File: config.mk
export PLATFORM = sky130hd
export DESIGN_NAME = sas_sequencer
export DESIGN_NICKNAME = d
export VERILOG_FILES = /design/src/rtl/sas_sequencer.v /design/src/rtl/sas_tad_gen.v
export VERILOG_INCLUDE_DIRS = /design/src /design/src/rtl
export SDC_FILE = /design/constraint.sdc
export NUM_CORES = 1
export LEC_CHECK = 0
export BUFFER_PORTS_ARGS = -buffer_cell sky130_fd_sc_hd__buf_2
export CAP_MARGIN = 15
export CORE_MARGIN = 5
export CORE_UTILIZATION = 60
export CTS_BUF_LIST = sky130_fd_sc_hd__clkbuf_8 sky130_fd_sc_hd__clkbuf_16
export CTS_CLUSTER_DIAMETER = 200
export DETAILED_ROUTE_END_ITERATION = 7
export GPL_ROUTABILITY_DRIVEN = 0
export HOLD_SLACK_MARGIN = 0.03
export PLACE_DENSITY = 0.85
export SYNTH_ARGS = -nofsm -noshare
export SYNTH_HDL_FRONTEND = slang
export SYNTH_SLANG_ARGS = --single-unit
File: constraint.sdc
create_clock -name aclk -period 4.4 [get_ports aclk]
set_input_delay 0.22 -clock aclk [delete_from_list [all_inputs] [get_ports aclk]]
set_output_delay 0.22 -clock aclk [all_outputs]
set_load 0.1 [all_outputs]
File: src/rtl/sas_defs.vh
// register map, field positions and constants of the converter sequencer
`ifndef SAS_DEFS_VH
`define SAS_DEFS_VH

// register byte addresses
`define SAS_ADDR_CTRL1 4'h0
`define SAS_ADDR_CTRL2 4'h4
`define SAS_ADDR_CTRL3 4'h8
`define SAS_ADDR_BUF0 4'hc
`define SAS_ADDR_BUF1 5'h10
`define SAS_ADDR_STAT 5'h14
`define SAS_AW 5

// first control register fields
`define SAS_C1_ON 15
`define SAS_C1_IDLE 13
`define SAS_C1_FMT_HI 9
`define SAS_C1_FMT_LO 8
`define SAS_C1_TRG_HI 7
`define SAS_C1_TRG_LO 5
`define SAS_C1_AUTO_SAMPLE_START 2
`define SAS_C1_SAMPLE_ENABLE 1
`define SAS_C1_DONE 0
`define SAS_C1_WMASK 16'ha3e6

// second control register fields
`define SAS_C2_REF_HI 15
`define SAS_C2_REF_LO 13
`define SAS_C2_OFFSET_CALIBRATION 12
`define SAS_C2_SCAN 10
`define SAS_C2_SPI_HI 5
`define SAS_C2_SPI_LO 2
`define SAS_C2_ALT 0
`define SAS_C2_WMASK 16'hf43d

// third control register fields
`define SAS_C3_RC 15
`define SAS_C3_EXT 14
`define SAS_C3_PUMP 13
`define SAS_C3_AUTO_SAMPLE_TIME_HI 12
`define SAS_C3_AUTO_SAMPLE_TIME_LO 8
`define SAS_C3_DIV_HI 5
`define SAS_C3_DIV_LO 0
`define SAS_C3_WMASK 16'hbf3f

// trigger source codes
`define SAS_TRG_MANUAL 3'h0
`define SAS_TRG_PIN 3'h1
`define SAS_TRG_TIMER 3'h2
`define SAS_TRG_AUTO 3'h7

// result formats
`define SAS_FMT_INT 2'h0
`define SAS_FMT_SINT 2'h1
`define SAS_FMT_FRAC 2'h2
`define SAS_FMT_SFRAC 2'h3

// reference codes
`define SAS_REF_EXT_POS 3'h1
`define SAS_REF_EXT_NEG 3'h2
`define SAS_REF_EXT_BOTH 3'h3

// axi responses
`define SAS_RESP_OKAY 2'h0
`define SAS_RESP_SLVERR 2'h2

`endif

File: src/rtl/sas_sequencer.v
// converter sequencer: control registers, sample/convert machine, result buffer
// Contract
// - converter_on set runs the module; clear turns it off.
// - idle_stop halts the module during Idle; clear keeps converting.
// - result_format selects integer, signed integer, fraction, signed fraction layout.
// - trigger code 111: internal counter ends sampling after auto-sample time.
// - trigger code 010: timer_one compare match ends sampling.
// - trigger code 001: active edge on external pin ends sampling.
// - trigger code 000: clearing sample_enable ends sampling; 011-110 reserved.
// - auto_sample_start restarts sampling after each conversion, else software sets it.
// - sample_enable reads 1 while acquiring; hardware or software may change it.
// - read-only done sets at conversion end, clears while not finished; under auto_sample_start it stays set through later conversions.
// - buffer contents need not survive converter_on clear; software reads first.
// - reference_select picks references; 1xx acts like 000.
// - offset_calibration ties converter inputs to analog ground.
// - scan_enable scans selected inputs on successive samples.
// - interrupt every sequence for 0000, every second for 0001.
// - alternate_mux_select uses first mux, then alternates second and first.
// - conversion_clock_source selects internal rc clock for conversions.
// - extended_sampling_flag reads 1 while sampling continues after sample_enable clears.
// - charge_pump_enable turns the switch charge pump on or off.
// - auto_sample_time sets auto sampling from 0 to 31 conversion periods.
// - divider gives conversion period of field plus one system cycles.
// - two-word result buffer filled by conversions, read by software.
`timescale 1ns/1ps
`include "sas_defs.vh"
module sas_sequencer #(
   parameter RES_W = 10,
   parameter CONV_TADS = 12
) (
   // clock and reset
   input wire aclk,
   input wire aresetn,
   // axi4-lite write address
   input wire [`SAS_AW-1:0] s_axi_awaddr,
   input wire s_axi_awvalid,
   output reg s_axi_awready,
   // axi4-lite write data
   input wire [31:0] s_axi_wdata,
   input wire [3:0] s_axi_wstrb,
   input wire s_axi_wvalid,
   output reg s_axi_wready,
   // axi4-lite write response
   output reg [1:0] s_axi_bresp,
   output reg s_axi_bvalid,
   input wire s_axi_bready,
   // axi4-lite read address
   input wire [`SAS_AW-1:0] s_axi_araddr,
   input wire s_axi_arvalid,
   output reg s_axi_arready,
   // axi4-lite read data
   output reg [31:0] s_axi_rdata,
   output reg [1:0] s_axi_rresp,
   output reg s_axi_rvalid,
   input wire s_axi_rready,
   // device and trigger inputs
   input wire idle_mode,
   input wire timer_one_match,
   input wire external_interrupt_zero_pin,
   input wire rc_clk_in,
   // analog front end
   input wire [RES_W-1:0] sar_result,
   output reg analog_on_r,
   output reg sample_hold_r,
   output reg [2:0] reference_select_r,
   output reg offset_cal_r,
   output reg pump_on_r,
   output reg mux_b_sel_r,
   output reg scan_step_r,
   output reg converter_interrupt_flag_r
);
   localparam ST_IDLE = 2'h0;
   localparam ST_SAMPLE = 2'h1;
   localparam ST_CONV = 2'h2;

   reg [15:0] ctrl1_r;
   reg [15:0] ctrl2_r;
   reg [15:0] ctrl3_r;
   reg [15:0] buf_r [0:1];
   reg [1:0] state_r;
   reg [4:0] sample_enable_cnt_r;
   reg [4:0] conv_cnt_r;
   reg wptr_r;
   reg seq_cnt_r;
   reg alt_r;
   reg done_r;
   reg ext_r;
   reg pin_s1_r;
   reg pin_s2_r;
   reg pin_s3_r;
   reg tmr_s1_r;
   reg tmr_s2_r;
   reg [`SAS_AW-1:0] awaddr_r;
   reg aw_have_r;
   reg [31:0] wdata_r;
   reg [3:0] wstrb_r;
   reg w_have_r;

   wire on = ctrl1_r[`SAS_C1_ON];
   wire run = on & ~(ctrl1_r[`SAS_C1_IDLE] & idle_mode);
   wire [2:0] trg = ctrl1_r[`SAS_C1_TRG_HI:`SAS_C1_TRG_LO];
   wire [1:0] fmt = ctrl1_r[`SAS_C1_FMT_HI:`SAS_C1_FMT_LO];
   wire [4:0] auto_sample_time = ctrl3_r[`SAS_C3_AUTO_SAMPLE_TIME_HI:`SAS_C3_AUTO_SAMPLE_TIME_LO];
   wire sample_enable = ctrl1_r[`SAS_C1_SAMPLE_ENABLE];
   wire tad_tick;
   wire pin_edge = pin_s2_r & ~pin_s3_r;
   wire wr_fire = aw_have_r & w_have_r & ~s_axi_bvalid;

   // end of sampling by selected source
   reg trig_hit;
   always @* begin
      case (trg)
         `SAS_TRG_MANUAL: trig_hit = ~sample_enable;
         `SAS_TRG_PIN: trig_hit = pin_edge;
         `SAS_TRG_TIMER: trig_hit = tmr_s2_r;
         `SAS_TRG_AUTO: trig_hit = tad_tick & (sample_enable_cnt_r >= auto_sample_time);
         default: trig_hit = 1'b0; // reserved codes never trigger
      endcase
   end

   // format the raw result
   reg [15:0] fmt_word;
   always @* begin
      case (fmt)
         `SAS_FMT_INT: fmt_word = {{(16-RES_W){1'b0}}, sar_result};
         `SAS_FMT_SINT: fmt_word = {{(16-RES_W){~sar_result[RES_W-1]}},
            ~sar_result[RES_W-1], sar_result[RES_W-2:0]};
         `SAS_FMT_FRAC: fmt_word = {sar_result, {(16-RES_W){1'b0}}};
         `SAS_FMT_SFRAC: fmt_word = {~sar_result[RES_W-1], sar_result[RES_W-2:0],
            {(16-RES_W){1'b0}}};
         default: fmt_word = 16'h0000;
      endcase
   end

   // byte-lane merge for register writes
   function [15:0] merge;
      input [15:0] old;
      input [15:0] nw;
      input [1:0] be;
      input [15:0] wm;
      begin
         merge = old;
         if (be[0])
            merge[7:0] = (old[7:0] & ~wm[7:0]) | (nw[7:0] & wm[7:0]);
         if (be[1])
            merge[15:8] = (old[15:8] & ~wm[15:8]) | (nw[15:8] & wm[15:8]);
      end
   endfunction

   sas_tad_gen #(
      .DIV_W(6)
   ) u_tad (
      .aclk(aclk),
      .aresetn(aresetn),
      .run(run),
      .use_rc(ctrl3_r[`SAS_C3_RC]),
      .divider(ctrl3_r[`SAS_C3_DIV_HI:`SAS_C3_DIV_LO]),
      .rc_clk_in(rc_clk_in),
      .tick_r(tad_tick)
   );

   // input synchronisers
   always @(posedge aclk) begin
      if (!aresetn) begin
         pin_s1_r <= 1'b0;
         pin_s2_r <= 1'b0;
         pin_s3_r <= 1'b0;
         tmr_s1_r <= 1'b0;
         tmr_s2_r <= 1'b0;
      end else begin
         pin_s1_r <= external_interrupt_zero_pin;
         pin_s2_r <= pin_s1_r;
         pin_s3_r <= pin_s2_r;
         tmr_s1_r <= timer_one_match;
         tmr_s2_r <= tmr_s1_r;
      end
   end

   // axi write channel capture and response
   always @(posedge aclk) begin
      if (!aresetn) begin
         aw_have_r <= 1'b0;
         w_have_r <= 1'b0;
         awaddr_r <= {`SAS_AW{1'b0}};
         wdata_r <= 32'h00000000;
         wstrb_r <= 4'h0;
         s_axi_awready <= 1'b0;
         s_axi_wready <= 1'b0;
         s_axi_bvalid <= 1'b0;
         s_axi_bresp <= `SAS_RESP_OKAY;
      end else begin
         // no new write is taken while a response waits for the master
         s_axi_awready <= ~aw_have_r & ~(s_axi_awvalid & s_axi_awready) & ~s_axi_bvalid;
         s_axi_wready <= ~w_have_r & ~(s_axi_wvalid & s_axi_wready) & ~s_axi_bvalid;
         if (s_axi_awvalid & s_axi_awready) begin
            aw_have_r <= 1'b1;
            awaddr_r <= s_axi_awaddr;
         end
         if (s_axi_wvalid & s_axi_wready) begin
            w_have_r <= 1'b1;
            wdata_r <= s_axi_wdata;
            wstrb_r <= s_axi_wstrb;
         end
         if (wr_fire) begin
            aw_have_r <= 1'b0;
            w_have_r <= 1'b0;
            s_axi_bvalid <= 1'b1;
            s_axi_bresp <= (awaddr_r == {1'b0, `SAS_ADDR_CTRL1} ||
               awaddr_r == {1'b0, `SAS_ADDR_CTRL2} ||
               awaddr_r == {1'b0, `SAS_ADDR_CTRL3}) ? `SAS_RESP_OKAY : `SAS_RESP_SLVERR;
         end else if (s_axi_bvalid & s_axi_bready) begin
            s_axi_bvalid <= 1'b0;
         end
      end
   end

   // axi read channel
   always @(posedge aclk) begin
      if (!aresetn) begin
         s_axi_arready <= 1'b0;
         s_axi_rvalid <= 1'b0;
         s_axi_rdata <= 32'h00000000;
         s_axi_rresp <= `SAS_RESP_OKAY;
      end else begin
         s_axi_arready <= ~s_axi_rvalid & ~(s_axi_arvalid & s_axi_arready);
         if (s_axi_arvalid & s_axi_arready) begin
            s_axi_rvalid <= 1'b1;
            s_axi_rresp <= `SAS_RESP_OKAY;
            case (s_axi_araddr)
               {1'b0, `SAS_ADDR_CTRL1}: s_axi_rdata <= {16'h0000, ctrl1_r[15:1], done_r};
               {1'b0, `SAS_ADDR_CTRL2}: s_axi_rdata <= {16'h0000, ctrl2_r};
               {1'b0, `SAS_ADDR_CTRL3}: s_axi_rdata <= {16'h0000, ctrl3_r[15],
                  ext_r, ctrl3_r[13:0]};
               {1'b0, `SAS_ADDR_BUF0}: s_axi_rdata <= {16'h0000, buf_r[0]};
               `SAS_ADDR_BUF1: s_axi_rdata <= {16'h0000, buf_r[1]};
               `SAS_ADDR_STAT: s_axi_rdata <= {28'h0000000, wptr_r, seq_cnt_r, state_r};
               default: begin
                  s_axi_rdata <= 32'h00000000;
                  s_axi_rresp <= `SAS_RESP_SLVERR;
               end
            endcase
         end else if (s_axi_rvalid & s_axi_rready) begin
            s_axi_rvalid <= 1'b0;
         end
      end
   end

   // control registers and sequencer
   always @(posedge aclk) begin
      if (!aresetn) begin
         ctrl1_r <= 16'h0000;
         ctrl2_r <= 16'h0000;
         ctrl3_r <= 16'h0000;
         buf_r[0] <= 16'h0000;
         buf_r[1] <= 16'h0000;
         state_r <= ST_IDLE;
         sample_enable_cnt_r <= 5'h00;
         conv_cnt_r <= 5'h00;
         wptr_r <= 1'b0;
         seq_cnt_r <= 1'b0;
         alt_r <= 1'b0;
         done_r <= 1'b0;
         ext_r <= 1'b0;
         converter_interrupt_flag_r <= 1'b0;
         scan_step_r <= 1'b0;
      end else begin
         converter_interrupt_flag_r <= 1'b0;
         scan_step_r <= 1'b0;
         if (wr_fire && awaddr_r == {1'b0, `SAS_ADDR_CTRL1})
            ctrl1_r <= merge(ctrl1_r, wdata_r[15:0], wstrb_r[1:0], `SAS_C1_WMASK);
         if (wr_fire && awaddr_r == {1'b0, `SAS_ADDR_CTRL2})
            ctrl2_r <= merge(ctrl2_r, wdata_r[15:0], wstrb_r[1:0], `SAS_C2_WMASK);
         if (wr_fire && awaddr_r == {1'b0, `SAS_ADDR_CTRL3})
            ctrl3_r <= merge(ctrl3_r, wdata_r[15:0], wstrb_r[1:0], `SAS_C3_WMASK);
         if (!on) begin
            state_r <= ST_IDLE;
            done_r <= 1'b0;
            ext_r <= 1'b0;
            wptr_r <= 1'b0;
            seq_cnt_r <= 1'b0;
            alt_r <= 1'b0;
            buf_r[0] <= 16'h0000;
            buf_r[1] <= 16'h0000;
         end else if (run) begin
            case (state_r)
               ST_IDLE: begin
                  if (sample_enable) begin
                     state_r <= ST_SAMPLE;
                     sample_enable_cnt_r <= 5'h00;
                     done_r <= 1'b0;
                  end
               end
               ST_SAMPLE: begin
                  if (tad_tick && sample_enable_cnt_r != 5'h1f)
                     sample_enable_cnt_r <= sample_enable_cnt_r + 5'h01;
                  // software drop of sample_enable in other modes keeps sampling
                  ext_r <= ~sample_enable & (trg != `SAS_TRG_MANUAL);
                  if (trig_hit) begin
                     state_r <= ST_CONV;
                     conv_cnt_r <= 5'h00;
                     ext_r <= 1'b0;
                     ctrl1_r[`SAS_C1_SAMPLE_ENABLE] <= 1'b0;
                  end
               end
               ST_CONV: begin
                  if (tad_tick)
                     conv_cnt_r <= conv_cnt_r + 5'h01;
                  if (tad_tick && conv_cnt_r == CONV_TADS - 1) begin
                     buf_r[wptr_r] <= fmt_word;
                     done_r <= 1'b1;
                     alt_r <= ctrl2_r[`SAS_C2_ALT] & ~alt_r;
                     scan_step_r <= ctrl2_r[`SAS_C2_SCAN];
                     if (ctrl2_r[`SAS_C2_SPI_LO] == 1'b0 || seq_cnt_r) begin
                        converter_interrupt_flag_r <= 1'b1;
                        seq_cnt_r <= 1'b0;
                        wptr_r <= 1'b0;
                     end else begin
                        seq_cnt_r <= 1'b1;
                        wptr_r <= ~wptr_r;
                     end
                     state_r <= ST_IDLE;
                     if (ctrl1_r[`SAS_C1_AUTO_SAMPLE_START]) begin
                        ctrl1_r[`SAS_C1_SAMPLE_ENABLE] <= 1'b1;
                        state_r <= ST_SAMPLE;
                        sample_enable_cnt_r <= 5'h00;
                     end
                  end
               end
               default: state_r <= ST_IDLE;
            endcase
         end
      end
   end

   // analog front-end controls
   always @(posedge aclk) begin
      if (!aresetn) begin
         analog_on_r <= 1'b0;
         sample_hold_r <= 1'b0;
         reference_select_r <= 3'h0;
         offset_cal_r <= 1'b0;
         pump_on_r <= 1'b0;
         mux_b_sel_r <= 1'b0;
      end else begin
         analog_on_r <= run;
         sample_hold_r <= run & (state_r == ST_SAMPLE);
         // 1xx codes fold onto supply references
         reference_select_r <= ctrl2_r[`SAS_C2_REF_HI] ? 3'h0 :
            ctrl2_r[`SAS_C2_REF_HI:`SAS_C2_REF_LO];
         offset_cal_r <= ctrl2_r[`SAS_C2_OFFSET_CALIBRATION];
         pump_on_r <= ctrl3_r[`SAS_C3_PUMP];
         mux_b_sel_r <= alt_r;
      end
   end
endmodule

File: src/rtl/sas_tad_gen.v
// conversion clock tick generator: system clock divider or synchronised rc clock
`timescale 1ns/1ps
module sas_tad_gen #(
   parameter DIV_W = 6
) (
   // clock and reset
   input wire aclk,
   input wire aresetn,
   // control
   input wire run,
   input wire use_rc,
   input wire [DIV_W-1:0] divider,
   input wire rc_clk_in,
   // tick out
   output reg tick_r
);
   reg [DIV_W-1:0] cnt_r;
   reg rc_s1_r;
   reg rc_s2_r;
   reg rc_s3_r;

   always @(posedge aclk) begin
      if (!aresetn) begin
         cnt_r <= {DIV_W{1'b0}};
         rc_s1_r <= 1'b0;
         rc_s2_r <= 1'b0;
         rc_s3_r <= 1'b0;
         tick_r <= 1'b0;
      end else begin
         rc_s1_r <= rc_clk_in;
         rc_s2_r <= rc_s1_r;
         rc_s3_r <= rc_s2_r;
         if (!run) begin
            cnt_r <= {DIV_W{1'b0}};
            tick_r <= 1'b0;
         end else if (use_rc) begin
            tick_r <= rc_s2_r & ~rc_s3_r;
         end else if (cnt_r >= divider) begin
            cnt_r <= {DIV_W{1'b0}};
            tick_r <= 1'b1;
         end else begin
            cnt_r <= cnt_r + 1'b1;
            tick_r <= 1'b0;
         end
      end
   end
endmodule

==> run summary, run 1 <==
The flow ran to the end, and the final reports show no timing, DRC or antenna violations. Number of instances on the worst hold path: 2. The maximum fanout along the worst path is 16, and the number of fill cells in the layout is 696. STA puts the critical path data required time at 4.58 ns.

Synthesis inferred 153 register bits. After floorplanning, the core was divided into 38 placement rows. The post-route fraction of the period consumed by the critical path was 0.720; the largest net degree at the start of global routing was 56.

The run gives 0 as the total setup violations reported at the end of the flow. Post-route core utilization: 0.744. Each instance of the synthesized netlist takes up on average 9.55 um^2.

The logs give 0.327 mV for the worst supply voltage drop on vdd and 0 for the max-slew violation count. The cell sitting at the root of the clock tree is a sky130_fd_sc_hd__clkbuf_8. The min-delay analysis places its worst path in the category primary input to flop. The run gives 0 as the number of warning messages in the yosys log. Number of buffer cells added on primary ports: 80. For the setup TNS, the log shows 0 ns. The die is 116 um wide. The y dimension of the die came out at 116 um. The initial core utilization is 0.614. Final layout net count: 898.

The tools report the post-placement cell count as 891. For this run, the slowest stage of the critical path takes 0.90 ns. The transition time at the pin with the least slew margin came out at 0.861 ns. Clock latency on the worst-skew pair, taken at its later pin, is 0.55 ns. The detailed router's first-iteration violation count was 546. TritonCTS built the clock tree. The logs give 0 for the initial antenna violation count and 2 for the number of buffers on the longest clock path. Detailed placement finished with a half-perimeter wire length of 11600 um. The data arrival time at the worst-slack endpoint was 3.34 ns. Startpoint class of the critical path: a flop. For the number of resized instances in the post-cts repair step, the log shows 0. Summing over every cut layer, the via total after detailed routing is 5754. Async set-reset flop share out of synthesis: 0.

The maximum clock frequency was 316 MHz. The post-detailed-route DRC marker count is 0, and the number of clock sinks is 153. The ratio of cells with drive above 1 in the final layout was 0.148. Sequential element share of the synthesized area: 0.506.

For the post-layout instance count excluding filler cells, the log shows 965. The sequential cell area is 3380 um^2, and the via density per instance is 5.96. Number of global-route vias before repair: 5691. The power after layout is 3120 uW.

The area of the placeable core was 10900 um^2. After clock tree synthesis, the clock-pin slew on the worst setup and hold paths is 0.06 ns. The headroom to the max-slew limit is 0.425, and the minimum clock period is 3.17 ns. The number of unique standard cell types used by synthesis was 56; the combined area of all synthesized cells was 6690 um^2.

The main flop type after synthesis was sky130_fd_sc_hd__dfxtp_1. The logic depth of the worst register-to-register path came out at 4. The worst setup path is captured at a flop. The count of final hold-check violations is 0. Yosys mapped a number of flops with a built-in enable equal to 32. After clock tree synthesis, the flow added hold-fix buffers numbering 42.

For this design the static power due to leakage is 0.00332 uW. The H-tree was split into 4 levels. Total track usage: 0.278. Power spread over the standard cell area amounts to 385 nW/um^2. The tools report the post-CTS setup repair buffer count as 0. The multi-input logic area is 3030 um^2, and the setup skew after layout is 0.00718 ns.

The logs give 7100 um^2 for the cell area reported after detailed placement and 8100 um^2 for the final cell area excluding filler cells. 118 I/O pins were placed. After global routing the overflow that remains totals 0.

The number of antenna diodes in the final layout is 0. By startpoint and endpoint, the worst setup path is classified as flop to flop. Relative to the synthesized area, the layout overhead comes to 21.1%.

Dominant cell type by area after synthesis: sky130_fd_sc_hd__dfxtp_1. The area fraction of the dominant cell type after synthesis came out at 0.362. Walking the worst path, the cells encountered are nand2_1, a21oi_1, nand4b_1, nand3_1. Among all stages on the critical path, the largest delay is contributed by sky130_fd_sc_hd__nand3_1. The first detailed-routing pass took 6 iterations. The tools report the die footprint as 13400 um^2. Counting the buffers created by CTS gives 17. Sorting the synthesized cells by area gives the leading types as sky130_fd_sc_hd__dfxtp_1 (36%), sky130_fd_sc_hd__edfxtp_1 (14%), sky130_fd_sc_hd__mux2i_1 (5.7%). The count of nets left with antenna violations once routing finished came out at 0. The routed length per instance was 18.6 um; the number of max-cap violations was 0. Synthesis produced a netlist whose cell count is 700. The first global-routing pass estimated 28500 um of wire.

The tools report the total wirelength of the detailed-routed design as 17900 um. Setup repair after global routing left no endpoint under its margin.
## worst max-delay path: cells and delay by family (launching register included)
family | cells | cell delay (ns)
flops | 1 | 0.48
compound gates | 1 | 0.45
simple gates | 3 | 1.86
## metrics by stage
stage	worst slack (ns)	hold slack [ns]
2_1_floorplan	2.25	0.347
3_3_place_gp	1.59	0.421
3_5_place_dp	1.43	0.430
4_1_cts	1.34	0.0339
5_1_grt	1.08	0.0424
6_report	1.23	0.0539
## path summary, 6_finish.rpt
kind / slack (ns) / to / from
setup / recovery: 1.23 / buf_r[0][11] / ctrl1_r[15]
hold / removal: 0.05 / buf_r[0][1] / sar_result[1]
setup reg to reg: 1.23 / buf_r[0][11] / ctrl1_r[15]
hold reg to reg: 0.44 / u_tad.rc_s2_r / u_tad.rc_s1_r
## per-layer routing
layer	share of wire	track usage	wire length (um)	vias up
met5	0	0	0	-
met4	0.037	0.129	668	0
met3	0.082	0.0668	1460	65
met2	0.50	0.475	8870	336
met1	0.39	0.332	6910	2694
li1	-	-	-	2659
## where the power goes
part	switching, uW	leakage [uW]	internal (uW)
registers	17.6	0.00137	1450
clock network	573	0.000284	848
logic	171	0.00166	63.2
## cell families after synthesis
family	Yosys count	synth area share
flip-flops	153	0.506
multiplexers	39	0.0586
other	1	0.000561
AND/OR/NAND/NOR	276	0.204
buffers and inverters	71	0.0509
adder cells (fa/ha/maj)	19	0.0356
XOR/XNOR	5	0.00655
AO/OA/AOI/OAI	136	0.138
## cell type report
cell class | instances | area share
multi-input cells | 494 | 0.374
clock inverters | 12 | 0.0151
inverters | 19 | 0.00881
well taps | 140 | 0.0216
flip-flops and latches | 153 | 0.418
repair buffers | 127 | 0.106
clock buffers | 20 | 0.0563
## layout by cell type (no fill, tap or decap), drive strengths merged, types with 19 or more instances in the layout
master	synthesis	routed
a21oi	65	65
and2	23	23
buf	23	85
clkbuf	29	20
conb	1	19
dfxtp	121	121
dlygate4sd3	0	42
edfxtp	32	32
ha	19	19
inv	18	21
mux2i	38	38
nand2	90	90
nand3	22	22
nor2	69	69
## cells in the mapped netlist, drive strengths merged (2+ instances only)
cell type	instances
nor3	6
nor2b	15
a22oi	14
ha	19
edfxtp	32
nor2	69
buf	23
inv	18
and3b	5
nand2b	9
a21o	13
or3	3
clkbuf	29
dfxtp	121
a21oi	65
mux2i	38
nor3b	15
xor2	2
and3	6
o32ai	2
a222oi	11
o21ai	11
nand4b	5
xnor2	3
a22o	5
a2111oi	2
nand4	2
and2	23
nand3	22
nand2	90
## flip-flops by register name, indices dropped and copies added, names as in the netlist, 6 cells and up
signal       cells
buf_r           32
s_axi_rdata     16
wdata_r         16
ctrl3_r         13
ctrl2_r         10
ctrl1_r          9
u_tad.cnt_r      6
(Power assumes the default switching activity.)
==> inputs of run 2 (changes only) <==
- CORE_UTILIZATION: 60 -> 56
- PLACE_DENSITY: 0.85 -> 0.8
- clock period: 4.4 -> 3.2 ns (I/O delays scaled with it)
==> run 2 against run 1 <==
  * Via count fell by 2.3%
  * Utilization down 6.7 points
  * Critical path depth grew 1
  * Combinational power is 32% higher
  * Final cell count shrank 0.52%
  * Clock-buffer cell count down 1
  * Fmax up 26%
  * Sequential share of layout area grew 0.40 points
  * Sequential power up 38%
  * Critical path type unchanged
  * Highest routed layer unchanged
==> run summary, run 2 (synthesis gave the netlist of run 1 again) <==
The via density per instance was 5.86. The number of nets still failing antenna checks after routing is 0. The total I/O pin count is 118, and the die footprint is 14200 um^2.

In this run, the number of DRC markers left after iteration 0 of detailed routing was 526. The min-delay analysis places its worst path in the category primary input to flop. Ranked by flip-flop count, first place goes to buf_r. The routed design has 17500 um of wire. The number of instances on the worst hold path is 3. In the final layout, the registers with the most flip-flops are buf_r (32), s_axi_rdata (16), wdata_r (16). In the layout the commonest cells are sky130_fd_sc_hd__dfxtp_1 (121), sky130_fd_sc_hd__nand2_1 (90), sky130_fd_sc_hd__buf_2 (80). The number of max-cap violations is 0.

The worst register-to-register path ends at buf_r[0][13]. The setup skew after layout is 0.00949 ns, and the data arrival time at the worst-slack endpoint is 2.56 ns. The startpoint class of the critical path was a flop.

The kind of critical path was flop to flop. The ratio of cells with drive above 1 in the final layout came out at 0.153. Setup violations remaining at the end of the flow were counted as 0.

In this run, CTS created clock tree buffers numbering 17. The number of buffer and inverter instances along the worst setup path works out to 1. Setup repair after global routing left no endpoint under its margin.

Detailed placement ended at an HPWL of 11700 um. The clock network latency to the later pin of the worst-skew pair was 0.42 ns. The tools report the initial core utilization as 0.564.

Global routing finished with a remaining overflow of 0. The count of final hold-check violations was 0. In this run the critical register-to-register path is launched from ctrl1_r[15]. STA puts the critical path data required time at 3.25 ns.

The ratio of total power to cell area was 547 nW/um^2. Clock tree synthesis selected as its root buffer the cell sky130_fd_sc_hd__clkbuf_16. Counting cells, the worst reg-to-reg path comes to 5.

The analysis attributes to cell leakage a power of 0.00331 uW. The number of iterations in the first detailed-routing pass was 8; the setup slack of the worst register-to-register path was 0.69 ns. The H-tree generated during clock tree synthesis spans 4 levels.

The layout overhead on the synthesized area works out to 19.9%. The clock period could shrink to 2.51 ns. For this run, the post-layout net count is 886. The setup TNS is 0 ns, and the maximum fanout along the worst path is 16.

The run gives 0.752 ns as the worst slack at placement. The tools report the power after layout as 4380 uW. For the pin with the worst max-slew slack, the measured transition is 0.861 ns.

During placement, the flow inserted port buffers numbering 80. The post-route fraction of the period consumed by the critical path was 0.786. The cell family contributing the most delay on the critical path is simple AND/OR/NAND/NOR gates. Headroom to the max-slew limit: 0.425. Largest stage delay on the critical path: 0.58 ns.

The logs give 11900 um^2 for the area of the placeable core and 398 MHz for the maximum clock frequency. The worst hold path endpoint was awaddr_r[3]. The clock net in this run drives a total of 153 sinks. The library cell used most frequently in the layout, excluding fill and tap cells, is sky130_fd_sc_hd__dfxtp_1.

The run gives 0 as the post-CTS setup repair buffer count. The tools report the initial antenna violation count as 0. The number of diodes added for antenna fixing was 0; the routed via count was 5622.

The routed length per instance works out to 18.2 um. The die is 119 um wide. For the total track usage, the log shows 0.249. The run gives 0 as the max-slew violation count. The number of buffers on the longest clock path was 2. The flow ran to the end, and the final reports show no timing, DRC or antenna violations. Setup slack closes at 0.686 ns. The die is 119 um tall.

After filler insertion, the fill cell instance count of the layout stands at 882. The type of element capturing the critical path was a flop. The register clock-pin slew on the reported worst setup and hold paths came out at 0.06 ns. TritonCTS built the clock tree. The worst supply voltage drop on vdd is 0.386 mV. Final hold analysis gives a worst-case slack of 0.0697 ns. The register with the most flip-flops in the layout has 32 of them.

Row generation in the floorplan step produced 40 rows. The first global-routing pass estimated 27800 um of wire. The placed instances occupy a cell area of 7120 um^2. The slowest stage of the critical path belongs to the cell sky130_fd_sc_hd__nand3_1. The worst hold path begins at s_axi_awvalid. Entering global routing, the biggest net connects 36 pins.

Walking the worst path, the cells encountered are nand2_1, a21oi_1, nand4b_1, buf_4, nand3_1. With fillers left out, the area of the finished cells amounts to 8020 um^2. The number of global-route vias before repair was 5649; the number of resized instances in the post-cts repair step was 0. The post-detailed-route DRC marker count came out at 0.
-- run 2: worst min-delay path, delay by kind of cell --
family / cells / cell delay [ns]
buffers and inverters: 1 / 0.14
and+or+nand+nor: 1 / 0.09
AOI/OAI and AO/OA: 1 / 0.05
-- run 2: metrics by stage --
stage	utilization	instances
floorplan	-	718
global placement	0.600	900
detailed placement	0.600	900
CTS	0.676	960
global route	0.676	960
finish	0.676	960
-- run 2: worst max-delay path by stage --
stage / startpoint / endpoint / slack, ns / cells past startpoint
after floorplan: s_axi_bvalid / ctrl1_r[15] / 1.05 / 6
after global placement: ctrl1_r[15] / buf_r[0][11] / 0.81 / 5
after detailed placement: ctrl1_r[15] / buf_r[0][15] / 0.75 / 5
after CTS: ctrl1_r[15] / buf_r[0][15] / 0.72 / 5
after global routing: ctrl1_r[15] / buf_r[0][13] / 0.52 / 5
final: ctrl1_r[15] / buf_r[0][13] / 0.69 / 5
-- run 2: final cells by class --
cell class,instances,area (um^2),area share
sequential,153,3380,0.422
multi-input combinational,494,3030,0.378
timing repair buffer,115,733,0.0914
clock buffer,19,464,0.0579
tap,147,184,0.0229
clock inverter,13,154,0.0192
inverter,19,71.3,0.00889
-- run 2: layer usage --
| metal | up-vias | global-route usage | wire [um] |
|---|---|---|---|
| li1 | 2617 | - | - |
| met1 | 2656 | 0.289 | 6810 |
| met2 | 293 | 0.419 | 8600 |
| met3 | 56 | 0.0584 | 1310 |
| met4 | 0 | 0.140 | 777 |
| met5 | - | 0 | 0 |
-- run 2: power by group --
part	internal, uW	leakage [uW]	switching (uW)	total, uW
registers	1990	0.00137	25.0	2010
clock network	1290	0.000312	775	2060
logic	77.1	0.00162	232	309
-- run 2: repair_timing --
| action | CTS | global route |
|---|---|---|
| endpoints found under the hold margin | 28 | 0 |
| hold buffers | 28 | 0 |
| endpoints found under the setup margin | 0 | 0 |
